--- config.mk ---
export PLATFORM = sky130hd
export DESIGN_NAME = ppd_pixel_port
export DESIGN_NICKNAME = d
export VERILOG_FILES = /design/src/ppd_pkg.sv /design/src/ppd_fifo.sv /design/src/ppd_pixel_port.sv
export SDC_FILE = /design/constraint.sdc
export NUM_CORES = 2
export LEC_CHECK = 0
export BUFFER_PORTS_ARGS = -buffer_cell sky130_fd_sc_hd__buf_4
export CORE_ASPECT_RATIO = 1.1
export CORE_MARGIN = 2
export CORE_UTILIZATION = 55
export CTS_BUF_LIST = sky130_fd_sc_hd__clkbuf_16
export CTS_CLUSTER_DIAMETER = 100
export DETAILED_ROUTE_END_ITERATION = 12
export MAX_ROUTING_LAYER = met4
export PLACE_DENSITY_LB_ADDON = 0.15
export SYNTH_ARGS = -nofsm -noshare
export SYNTH_HDL_FRONTEND = slang
export SYNTH_SLANG_ARGS = --single-unit
--- constraint.sdc ---
create_clock -name clk_in -period 8.9 [get_ports clk_in]
set_input_delay 1.78 -clock clk_in [delete_from_list [all_inputs] [get_ports clk_in]]
set_output_delay 1.78 -clock clk_in [all_outputs]
set_load 0.005 [all_outputs]
--- src/ppd_pkg.sv ---
// Shared types and constants of the pixel port front end
// Assumes the pixel clock is the one and only clock of the block
package ppd_pkg;

  // Pixel port shape
  localparam int PPD_LANES = 4;
  localparam int PPD_FIFO_DEPTH = 32;

  // Register port
  localparam int PPD_AW = 4;
  localparam int PPD_DW = 16;
  localparam logic [PPD_AW-1:0] PPD_CTRL_ADDR = 4'h0;
  localparam logic [PPD_AW-1:0] PPD_STAT_ADDR = 4'h4;
  localparam logic [PPD_DW-1:0] PPD_CTRL_RST = 16'h0102;
  localparam logic [PPD_DW-1:0] PPD_CTRL_MASK = 16'h01ff;
  localparam int PPD_S_OVF = 8;

  // Multiplex rate codes; the spare code behaves as 4:1
  localparam logic [1:0] PPD_MUX_1 = 2'h0;
  localparam logic [1:0] PPD_MUX_2 = 2'h1;
  localparam logic [1:0] PPD_MUX_4 = 2'h2;

  // Pixel format codes
  localparam logic [1:0] PPD_FMT_24 = 2'h0;
  localparam logic [1:0] PPD_FMT_15 = 2'h1;
  localparam logic [1:0] PPD_FMT_8 = 2'h2;

  // Lane index of the last pixel per mode
  localparam logic [1:0] PPD_LAST_1 = 2'h0;
  localparam logic [1:0] PPD_LAST_2 = 2'h1;
  localparam logic [1:0] PPD_LAST_4 = 2'h3;

  typedef struct packed {
    logic [7:0] r;
    logic [7:0] g;
    logic [7:0] b;
  } ppd_rgb_t;

  // One pixel lane: colour, active-low sync and blank, palette select
  typedef struct packed {
    ppd_rgb_t rgb;
    logic sync_n;
    logic blank_n;
    logic [1:0] ps;
  } ppd_lane_t;

  typedef struct packed {
    ppd_lane_t [PPD_LANES-1:0] lane;
  } ppd_word_t;

  typedef struct packed {
    logic [6:0] rsvd;
    logic run;
    logic [1:0] fmt;
    logic [1:0] match;
    logic sync_out_en;
    logic green_sync;
    logic [1:0] mux;
  } ppd_ctrl_t;

  // Digital view of the DAC drive: on means current flows at all
  typedef struct packed {
    logic on;
    logic blank;
    logic sync;
    ppd_rgb_t rgb;
  } ppd_video_t;

  typedef enum logic {
    PPD_ST_IDLE = 1'b0,
    PPD_ST_SHIFT = 1'b1
  } ppd_state_t;

endpackage

--- src/ppd_fifo.sv ---
// Word FIFO between pixel capture and the serializer
// Assumes one clock and a synchronous active-low reset
`timescale 1ns/1ps
`default_nettype none
module ppd_fifo #(
  parameter int WIDTH = 8,
  parameter int DEPTH = 32
) (
  // Clock and reset
  input wire logic clk_in,
  input wire logic rst_n_in,
  // Fill side
  input wire logic [WIDTH-1:0] in_data_in,
  input wire logic in_valid_in,
  output logic in_ready_out,
  // Drain side
  output logic [WIDTH-1:0] out_data_out,
  output logic out_valid_out,
  input wire logic out_ready_in,
  // Fill level
  output logic [$clog2(DEPTH):0] level_out
);
  localparam int AW = $clog2(DEPTH);
  localparam logic [AW:0] FULL = (AW+1)'(DEPTH);
  localparam logic [AW-1:0] TOP = AW'(DEPTH - 1);

  logic [WIDTH-1:0] mem [DEPTH];
  logic [AW-1:0] wp;
  logic [AW-1:0] rp;
  logic push;
  logic pop;

  assign in_ready_out = level_out != FULL;
  assign out_valid_out = level_out != '0;
  assign push = in_valid_in & in_ready_out;
  assign pop = out_valid_out & out_ready_in;
  assign out_data_out = mem[rp];

  always_ff @(posedge clk_in) begin
    if (push) begin
      mem[wp] <= in_data_in;
    end
  end

  // Wrap by compare so that depths other than powers of two work
  always_ff @(posedge clk_in) begin
    if (!rst_n_in) begin
      wp <= '0;
      rp <= '0;
    end else begin
      if (push) begin
        wp <= (wp == TOP) ? '0 : wp + 1'b1;
      end
      if (pop) begin
        rp <= (rp == TOP) ? '0 : rp + 1'b1;
      end
    end
  end

  always_ff @(posedge clk_in) begin
    if (!rst_n_in) begin
      level_out <= '0;
    end else if (push && !pop) begin
      level_out <= level_out + 1'b1;
    end else if (pop && !push) begin
      level_out <= level_out - 1'b1;
    end
  end
endmodule
`default_nettype wire

--- src/ppd_pixel_port.sv ---
// Pixel port capture, lane FIFO, pixel serializer and strobe divider
// Assumes clk_in is the pixel clock; pixel pins are asynchronous to it
// Functional notes
// Accept 96 colour inputs as four 24-bit pixel lanes.
// Capture all colour data on every rising load strobe edge.
// Frame buffer drives load strobe at pixel rate divided by mux rate.
// Sync, blank and palette select are latched with colour, same lanes.
// Pipeline on pixel clock; strobe frequency-locked, any phase accepted.
// Blank forces blanking level, sync forces sync level.
// Sync goes onto green only when green sync bit is set.
// Separate digital sync output, enabled by bit, same latency as video.
// Selected only when both palette select bits match programmed bits.
// Unselected pixel forces all three colour outputs off.
// Palette selection evaluated per pixel, serialized like colour lanes.
// In 1:1 mode the load strobe is the pixel clock itself.
// Load strobe output runs at the rate the mux mode needs.
// 24-bit, 15-bit and 8-bit formats in every mux mode.
// Load strobe output is pixel clock divided by 4, 2 or 1.
// Lanes leave one per pixel clock, first lane first.
//
// Decided for this implementation: the placing of the registers and strobed register access.
`timescale 1ns/1ps
`default_nettype none
module ppd_pixel_port
  import ppd_pkg::*;
#(
  parameter int FIFO_DEPTH = PPD_FIFO_DEPTH
) (
  // Clock and reset
  input wire logic clk_in,
  input wire logic rst_n_in,
  // Pixel port pins
  input wire ppd_word_t pix_in,
  input wire logic load_strobe_in,
  // Register port
  input wire logic [PPD_AW-1:0] reg_addr_in,
  input wire logic [PPD_DW-1:0] reg_wdata_in,
  input wire logic reg_wr_in,
  input wire logic reg_rd_in,
  output logic [PPD_DW-1:0] reg_rdata_out,
  // Video and clocking outputs
  output ppd_video_t video_out,
  output logic separate_digital_sync_n_out,
  output logic load_strobe_out,
  output logic fifo_ready_out
);
  localparam int LW = $clog2(FIFO_DEPTH) + 1;

  ppd_ctrl_t ctrl;
  logic ovf;
  logic [PPD_DW-1:0] stat;
  logic ls_meta;
  logic ls_sync;
  logic ls_prev;
  ppd_word_t pix_meta;
  ppd_word_t pix_sync;
  logic cap;
  logic f_in_ready;
  ppd_word_t f_out_data;
  logic f_out_valid;
  logic f_out_ready;
  logic [LW-1:0] level;
  logic [1:0] last;
  logic [1:0] div_cnt;
  ppd_state_t state;
  logic [1:0] idx;
  ppd_word_t hold;
  ppd_lane_t cur;
  logic sel;
  logic sync_act;
  logic shift_act;
  logic pop;

  // Register file
  always_ff @(posedge clk_in) begin
    if (!rst_n_in) begin
      ctrl <= ppd_ctrl_t'(PPD_CTRL_RST);
    end else if (reg_wr_in && reg_addr_in == PPD_CTRL_ADDR) begin
      ctrl <= ppd_ctrl_t'(reg_wdata_in & PPD_CTRL_MASK);
    end
  end

  // Overrun while the FIFO is full; a new overrun beats the clear
  always_ff @(posedge clk_in) begin
    if (!rst_n_in) begin
      ovf <= 1'b0;
    end else if (cap && !f_in_ready) begin
      ovf <= 1'b1;
    end else if (reg_wr_in && reg_addr_in == PPD_STAT_ADDR &&
                 reg_wdata_in[PPD_S_OVF]) begin
      ovf <= 1'b0;
    end
  end

  always_comb begin
    stat = '0;
    stat[PPD_S_OVF] = ovf;
    stat[LW-1:0] = level;
  end

  // Read data stands for the one cycle after the strobe only
  always_ff @(posedge clk_in) begin
    if (!rst_n_in) begin
      reg_rdata_out <= '0;
    end else if (reg_rd_in) begin
      case (reg_addr_in)
        PPD_CTRL_ADDR: reg_rdata_out <= PPD_DW'(ctrl);
        PPD_STAT_ADDR: reg_rdata_out <= stat;
        default: reg_rdata_out <= '0;
      endcase
    end else begin
      reg_rdata_out <= '0;
    end
  end

  // Pin synchronisers; the strobe and all lanes share the same delay
  always_ff @(posedge clk_in) begin
    if (!rst_n_in) begin
      ls_meta <= 1'b0;
      ls_sync <= 1'b0;
      ls_prev <= 1'b0;
    end else begin
      ls_meta <= load_strobe_in;
      ls_sync <= ls_meta;
      ls_prev <= ls_sync;
    end
  end

  always_ff @(posedge clk_in) begin
    pix_meta <= pix_in;
    pix_sync <= pix_meta;
  end

  // Edge found on the pixel clock, so any strobe phase works; the
  // strobe rate must leave data stable for the synchroniser delay.
  // In 1:1 the strobe is the pixel clock, so every cycle is a load.
  always_comb begin
    cap = (ls_sync & ~ls_prev);
    if (ctrl.mux == PPD_MUX_1) begin
      cap = 1'b1;
    end
  end

  ppd_fifo #(
    .WIDTH($bits(ppd_word_t)),
    .DEPTH(FIFO_DEPTH)
  ) u_fifo (
    .clk_in(clk_in),
    .rst_n_in(rst_n_in),
    .in_data_in(pix_sync),
    .in_valid_in(cap),
    .in_ready_out(f_in_ready),
    .out_data_out(f_out_data),
    .out_valid_out(f_out_valid),
    .out_ready_in(f_out_ready),
    .level_out(level)
  );

  always_ff @(posedge clk_in) begin
    if (!rst_n_in) begin
      fifo_ready_out <= 1'b0;
    end else begin
      fifo_ready_out <= f_in_ready;
    end
  end

  // Mux mode sets both the strobe divisor and the lane count
  always_comb begin
    case (ctrl.mux)
      PPD_MUX_1: last = PPD_LAST_1;
      PPD_MUX_2: last = PPD_LAST_2;
      default: last = PPD_LAST_4;
    endcase
  end

  // Strobe divider; the >= compare recovers after a mode change
  always_ff @(posedge clk_in) begin
    if (!rst_n_in) begin
      div_cnt <= '0;
    end else if (div_cnt >= last) begin
      div_cnt <= '0;
    end else begin
      div_cnt <= div_cnt + 1'b1;
    end
  end

  always_ff @(posedge clk_in) begin
    if (!rst_n_in) begin
      load_strobe_out <= 1'b0;
    end else begin
      load_strobe_out <= (div_cnt >= last);
    end
  end

  // Serializer
  assign f_out_ready = ctrl.run & (state == PPD_ST_IDLE || idx >= last);
  assign pop = f_out_ready & f_out_valid;
  assign shift_act = ctrl.run & (state == PPD_ST_SHIFT);

  always_ff @(posedge clk_in) begin
    if (!rst_n_in) begin
      state <= PPD_ST_IDLE;
    end else if (f_out_ready) begin
      state <= f_out_valid ? PPD_ST_SHIFT : PPD_ST_IDLE;
    end
  end

  always_ff @(posedge clk_in) begin
    if (!rst_n_in) begin
      idx <= '0;
    end else if (f_out_ready) begin
      idx <= '0;
    end else if (ctrl.run) begin
      idx <= idx + 1'b1;
    end
  end

  always_ff @(posedge clk_in) begin
    if (!rst_n_in) begin
      hold <= '0;
    end else if (pop) begin
      hold <= f_out_data;
    end
  end

  // Select travels inside each lane, so it is judged per pixel
  assign cur = hold.lane[idx];
  assign sel = (cur.ps == ctrl.match);
  assign sync_act = ctrl.green_sync & ~cur.sync_n;

  function automatic ppd_rgb_t fmt_rgb(input ppd_rgb_t c,
                                       input logic [1:0] f);
    ppd_rgb_t o;
    o = c;
    case (f)
      PPD_FMT_15: o = {3'h0, c.r[7:3], 3'h0, c.g[7:3], 3'h0, c.b[7:3]};
      PPD_FMT_8: o = {c.r, c.r, c.r};
      default: o = c;
    endcase
    return o;
  endfunction

  always_ff @(posedge clk_in) begin
    if (!rst_n_in) begin
      video_out <= '0;
    end else if (!shift_act || !sel) begin
      video_out <= '0;
    end else begin
      video_out.on <= 1'b1;
      video_out.blank <= ~cur.blank_n;
      video_out.sync <= sync_act;
      if (!cur.blank_n || sync_act) begin
        video_out.rgb <= '0;
      end else begin
        video_out.rgb <= fmt_rgb(cur.rgb, ctrl.fmt);
      end
    end
  end

  // Same register stage as video, so the latency matches exactly
  always_ff @(posedge clk_in) begin
    if (!rst_n_in) begin
      separate_digital_sync_n_out <= 1'b1;
    end else if (shift_act && ctrl.sync_out_en) begin
      separate_digital_sync_n_out <= cur.sync_n;
    end else begin
      separate_digital_sync_n_out <= 1'b1;
    end
  end

  // Checks
  property p_capture;
    @(posedge clk_in) disable iff (!rst_n_in)
    (ctrl.mux != PPD_MUX_1 && ls_sync && !ls_prev && f_in_ready && !pop)
      |=> level == $past(level) + 1'b1;
  endproperty
  a_capture: assert property (p_capture)
    else $error("strobe edge did not store a word");

  property p_full_rate;
    @(posedge clk_in) disable iff (!rst_n_in)
    (ctrl.mux == PPD_MUX_1 && f_in_ready && !pop)
      |=> level == $past(level) + 1'b1;
  endproperty
  a_full_rate: assert property (p_full_rate)
    else $error("1:1 mode missed a pixel");

  // The edge that takes a write still samples the old mode, so skip it
  property p_div4;
    @(posedge clk_in) disable iff (!rst_n_in || reg_wr_in)
    (!reg_wr_in && $rose(load_strobe_out) && ctrl.mux == PPD_MUX_4)
      |=> !load_strobe_out [*3] ##1 load_strobe_out;
  endproperty
  a_div4: assert property (p_div4)
    else $error("strobe out not divided by 4");

  property p_div2;
    @(posedge clk_in) disable iff (!rst_n_in || reg_wr_in)
    (!reg_wr_in && load_strobe_out && ctrl.mux == PPD_MUX_2 &&
     $past(ctrl.mux) == PPD_MUX_2)
      |=> !load_strobe_out ##1 load_strobe_out;
  endproperty
  a_div2: assert property (p_div2)
    else $error("strobe out not divided by 2");

  property p_unsel;
    @(posedge clk_in) disable iff (!rst_n_in)
    (shift_act && !sel) |=> (!video_out.on && video_out.rgb == '0);
  endproperty
  a_unsel: assert property (p_unsel)
    else $error("unselected pixel drives current");

  property p_match;
    @(posedge clk_in) disable iff (!rst_n_in)
    (shift_act && cur.ps == ctrl.match) |=> video_out.on;
  endproperty
  a_match: assert property (p_match)
    else $error("matching pixel not shown");

  property p_blank;
    @(posedge clk_in) disable iff (!rst_n_in)
    (shift_act && sel && !cur.blank_n)
      |=> (video_out.blank && video_out.rgb == '0);
  endproperty
  a_blank: assert property (p_blank)
    else $error("blank not at blanking level");

  property p_no_gsync;
    @(posedge clk_in) disable iff (!rst_n_in)
    !ctrl.green_sync |=> !video_out.sync;
  endproperty
  a_no_gsync: assert property (p_no_gsync)
    else $error("sync on green while disabled");

  property p_sync_out;
    @(posedge clk_in) disable iff (!rst_n_in)
    (shift_act && ctrl.sync_out_en)
      |=> separate_digital_sync_n_out == $past(cur.sync_n);
  endproperty
  a_sync_out: assert property (p_sync_out)
    else $error("separate sync wrong or late");

  property p_lane_step;
    @(posedge clk_in) disable iff (!rst_n_in)
    (shift_act && idx < last) |=> idx == $past(idx) + 1'b1;
  endproperty
  a_lane_step: assert property (p_lane_step)
    else $error("lane order broken");

  property p_ovf;
    @(posedge clk_in) disable iff (!rst_n_in)
    (cap && !f_in_ready) |=> ovf;
  endproperty
  a_ovf: assert property (p_ovf)
    else $error("overrun not flagged");

  c_four: cover property (@(posedge clk_in) disable iff (!rst_n_in)
    ctrl.mux == PPD_MUX_4 && shift_act && idx == PPD_LAST_4);
  c_gsync: cover property (@(posedge clk_in) disable iff (!rst_n_in)
    video_out.sync && video_out.on);
  c_ovf: cover property (@(posedge clk_in) disable iff (!rst_n_in)
    $rose(ovf));
  c_unsel: cover property (@(posedge clk_in) disable iff (!rst_n_in)
    shift_act && !sel);
endmodule
`default_nettype wire

==> results.json <==
{
  "crit_fanout": 38,
  "design.die.area_um2": 270600,
  "synth_cell_types": 55,
  "clock_latency_ns": 0.94,
  "start_util_pct": 55.34,
  "outcome": "completed",
  "cts-resized-gates": 0,
  "fin_crit_sh_pct": 48.33,
  "routed_wl_mm": 395.4,
  "async_flop_share_pct": 0,
  "synth_edf_count": 3584,
  "synth_seq_cells": 3993,
  "place_congestion": 0.8170,
  "antenna_left": 0,
  "grt_max_degree": 112,
  "row_count": 198,
  "layout.nets": 7065,
  "fin_crit_ns": 4.301,
  "pwr-share-comb_pct": 17.7,
  "path_class": "flip-flop to flip-flop",
  "switching_share_pct": 26.50,
  "syn_area_um2": 146600,
  "fillers": 17880,
  "cts.clk_slew.worst_paths_ns": 0.06,
  "finalSetupViolations": 0,
  "crit_chain": "nor2b_1, o32ai_2, inv_2, nand2_1, nor2_4, buf_4, buf_4",
  "cts_setup_buffers": 0,
  "cts_hold_buf": 0,
  "rsz0062_at_grt": "false",
  "fmax_ghz": 0.2325,
  "drive_gt1_share_pct": 24.91,
  "start_kind": "flip-flop",
  "power_density_nw_per_um2": 279.3,
  "vdd_ir_drop_max_uv": 283.2,
  "dp_hpwl_mm": 201.1,
  "drc_errors": 0,
  "track_usage_pct": 30.00,
  "grtUsageMet3_pct": 4.041,
  "vias": 72210,
  "critPathMaxStageDelay_ns": 0.83,
  "hold_viol_final": 0,
  "cap_viol_max_count": 0,
  "path_buf_inv": 3,
  "cts_sinks": 3993,
  "dr.pass1.iters": 5,
  "grt.met2_usage_pct": 47.80,
  "grt_busiest_layer": "met2",
  "die_x_um": 496.2,
  "yosysSeqAreaShare_pct": 79.02,
  "cts.path.max_buffers": 4,
  "cp.required_ns": 9.41,
  "viasPerCell": 6.699,
  "htreeDepth": 5,
  "drtIter0Drc": 10020,
  "syn_avg_cell_area_um2": 22.27,
  "area_growth_pct": 12.56,
  "io_pins": 183,
  "io_buffers": 168,
  "max_slew.worst_pin.slew_ns": 1.221,
  "p_int_mw": 33.86,
  "p_sw_mw": 12.21,
  "grt_pass1_vias": 71540,
  "critPathArrivalTime_ns": 4.81,
  "p_leak_nw": 51.76,
  "dieHeight_um": 545.4,
  "grt_pass1_wl_mm": 548.2,
  "clockPowerShare_pct": 35.4,
  "fin_skew_ns": 0.05337,
  "cts-root-buf": "clkbuf_16",
  "yosys_warnings": 0,
  "cpLargestDelayFamily": "buffers and inverters",
  "numCtsBuffers": 392,
  "antenna_found_initial": 22,
  "core_um2": 264800,
  "slew_headroom_pct": 18.49,
  "grt.met1_usage_pct": 40.07,
  "syn_inst": 6580,
  "hold_path_class": "flip-flop to flip-flop",
  "drt-wirelength-per-cell_um": 36.68,
  "crit_slowest_cell": "buf_4",
  "fin_cells": 10780,
  "yosys_most_used_dff": "edfxtp_1",
  "report.final.slew_viol_count": 0,
  "fin_setup_tns_ns": 0,
  "overflow": 0,
  "holdWs_ns": 0.3031,
  "seq_power_share_pct": 46.9,
  "crit_top_cell": "buf_4",
  "dpl.cell_count": 10020,
  "cts_tree": "yes",
  "worstSetupEndpointType": "flip-flop"
}
==> cells in the final DEF (no fill, tap or decap), types with 5 or more instances in the layout <==
master	Yosys	layout
a211oi_1	10	10
a21boi_0	18	18
a21oi_1	10	10
a221oi_1	97	97
a221oi_2	41	41
a22o_1	92	92
a22oi_1	194	194
and2_1	18	16
and3_1	5	5
buf_12	0	27
buf_4	52	298
bufinv_16	0	39
clkbuf_16	0	402
clkinv_1	0	98
clkinv_2	0	63
clkinv_4	0	5
clkinvlp_4	0	18
conb_1	1	7
dfxtp_1	409	403
diode_2	0	36
edfxtp_1	3584	3584
ha_1	18	18
inv_1	15	99
inv_6	0	11
mux2i_1	202	202
mux4_2	824	824
nand2_1	52	50
nand3_1	122	122
nand3b_1	7	7
nor2_1	61	27
nor2_4	0	34
nor2b_1	21	17
nor3_1	12	12
o2111a_1	66	66
o21ai_0	120	120
o22ai_1	132	132
xnor2_1	7	7
==> metal layers <==
metal | wire (um) | up-vias
li1 | - | 28700
met1 | 148900 | 38990
met2 | 196800 | 3836
met3 | 34260 | 694
met4 | 15460 | 0
met5 | 0 | -
==> state kept, by name, summed over array words and instances (netlist names), 2 cells and up <==
name and flops:
idx 2, div_cnt 2, pix_meta 112, video_out 27, u_fifo.rp 5, reg_rdata_out 9, ctrl 9, hold 112
u_fifo.wp 5, u_fifo.level_out 6, pix_sync 112, u_fifo.mem 3584
==> power by group through the flow <==
stage          registers, mW  clock network (mW)  logic (mW)
2_1_floorplan           21.4                   0        6.24
3_3_place_gp            21.9                   0        8.17
3_5_place_dp            22.0                   0        8.23
4_1_cts                 21.6                16.5        8.25
5_1_grt                 21.6                17.2        8.64
6_report                21.6                16.3        8.17
==> kinds of logic after synthesis <==
group	share of synthesized area (%)
flops	79.02
mux	14.04
simple gates	1.120
buf+inv	1.327
other cells	0.002559
compound gates	4.262
xor+xnor	0.05379
fa+ha+maj	0.1673
==> per-stage QoR <==
| stage | setup WS (ns) | area (um2) | power (mW) | utilization, % |
|---|---|---|---|---|
| floorplan | 2.583 | 146600 | 27.60 | - |
| detailed placement | 4.640 | 152200 | 30.21 | 57.48 |
| CTS | 4.679 | 164900 | 46.31 | 62.26 |
| finish | 4.599 | 165000 | 46.07 | 62.29 |
| global route | 4.464 | 164900 | 47.45 | 62.28 |
| global placement | 4.667 | 152200 | 30.11 | 57.48 |
==> area by class of cell <==
type,count,area [um2],area share [%]
antenna,36,90.09,0.05461
clock buffer,402,10060,6.098
clock inverter,326,2587,1.569
inverter,17,63.81,0.03868
multi-input combinational,2179,29170,17.68
sequential,3993,115800,70.22
tap,3500,4379,2.655
timing repair buffer,326,2789,1.691
==> cells in the mapped netlist (3+ instances only) <==
master    number  area, um2
a21oi_1       10      50.05
a21boi_0      18      135.1
nand3_1      122      610.6
nand2_1       52      195.2
edfxtp_1    3584     107600
nor4_1         4      25.02
nor2b_1       21      131.4
buf_2        119      595.6
nor2_1        61      229.0
a22oi_1      194       1456
o2111a_1      66      743.2
nand3b_1       7      52.55
o21ai_0      120      600.6
nor3_1        12      60.06
a22o_1        92      805.8
ha_1          18      225.2
dfxtp_1      409       8188
or2_2          4      25.02
nand2b_1       8      50.05
buf_1         37      138.9
and3_1         5      31.28
a221oi_1      97      849.6
mux4_2       824      18560
inv_1         15      56.30
a211oi_1      10      75.07
buf_4         52      390.4
xnor2_1        7      61.31
a221oi_2      41      615.6
and2_1        18      112.6
buf_6          6      67.56
mux2i_1      202       2022
clkbuf_1     182      683.2
a31oi_1        3      18.77
o22ai_1      132      825.8
==> path summary, 6_finish.rpt <==
path	start	to	slack, ns	depth (start not counted)
worst max-delay path	ls_sync	u_fifo.mem[8][94]	4.60	7
worst min register to register	pix_meta[94]	pix_sync[94]	0.30	0
worst min-delay path	pix_meta[94]	pix_sync[94]	0.30	0
worst max register to register	ls_sync	u_fifo.mem[8][94]	4.60	7
No activity file was read; power rests on OpenSTA's default activity.
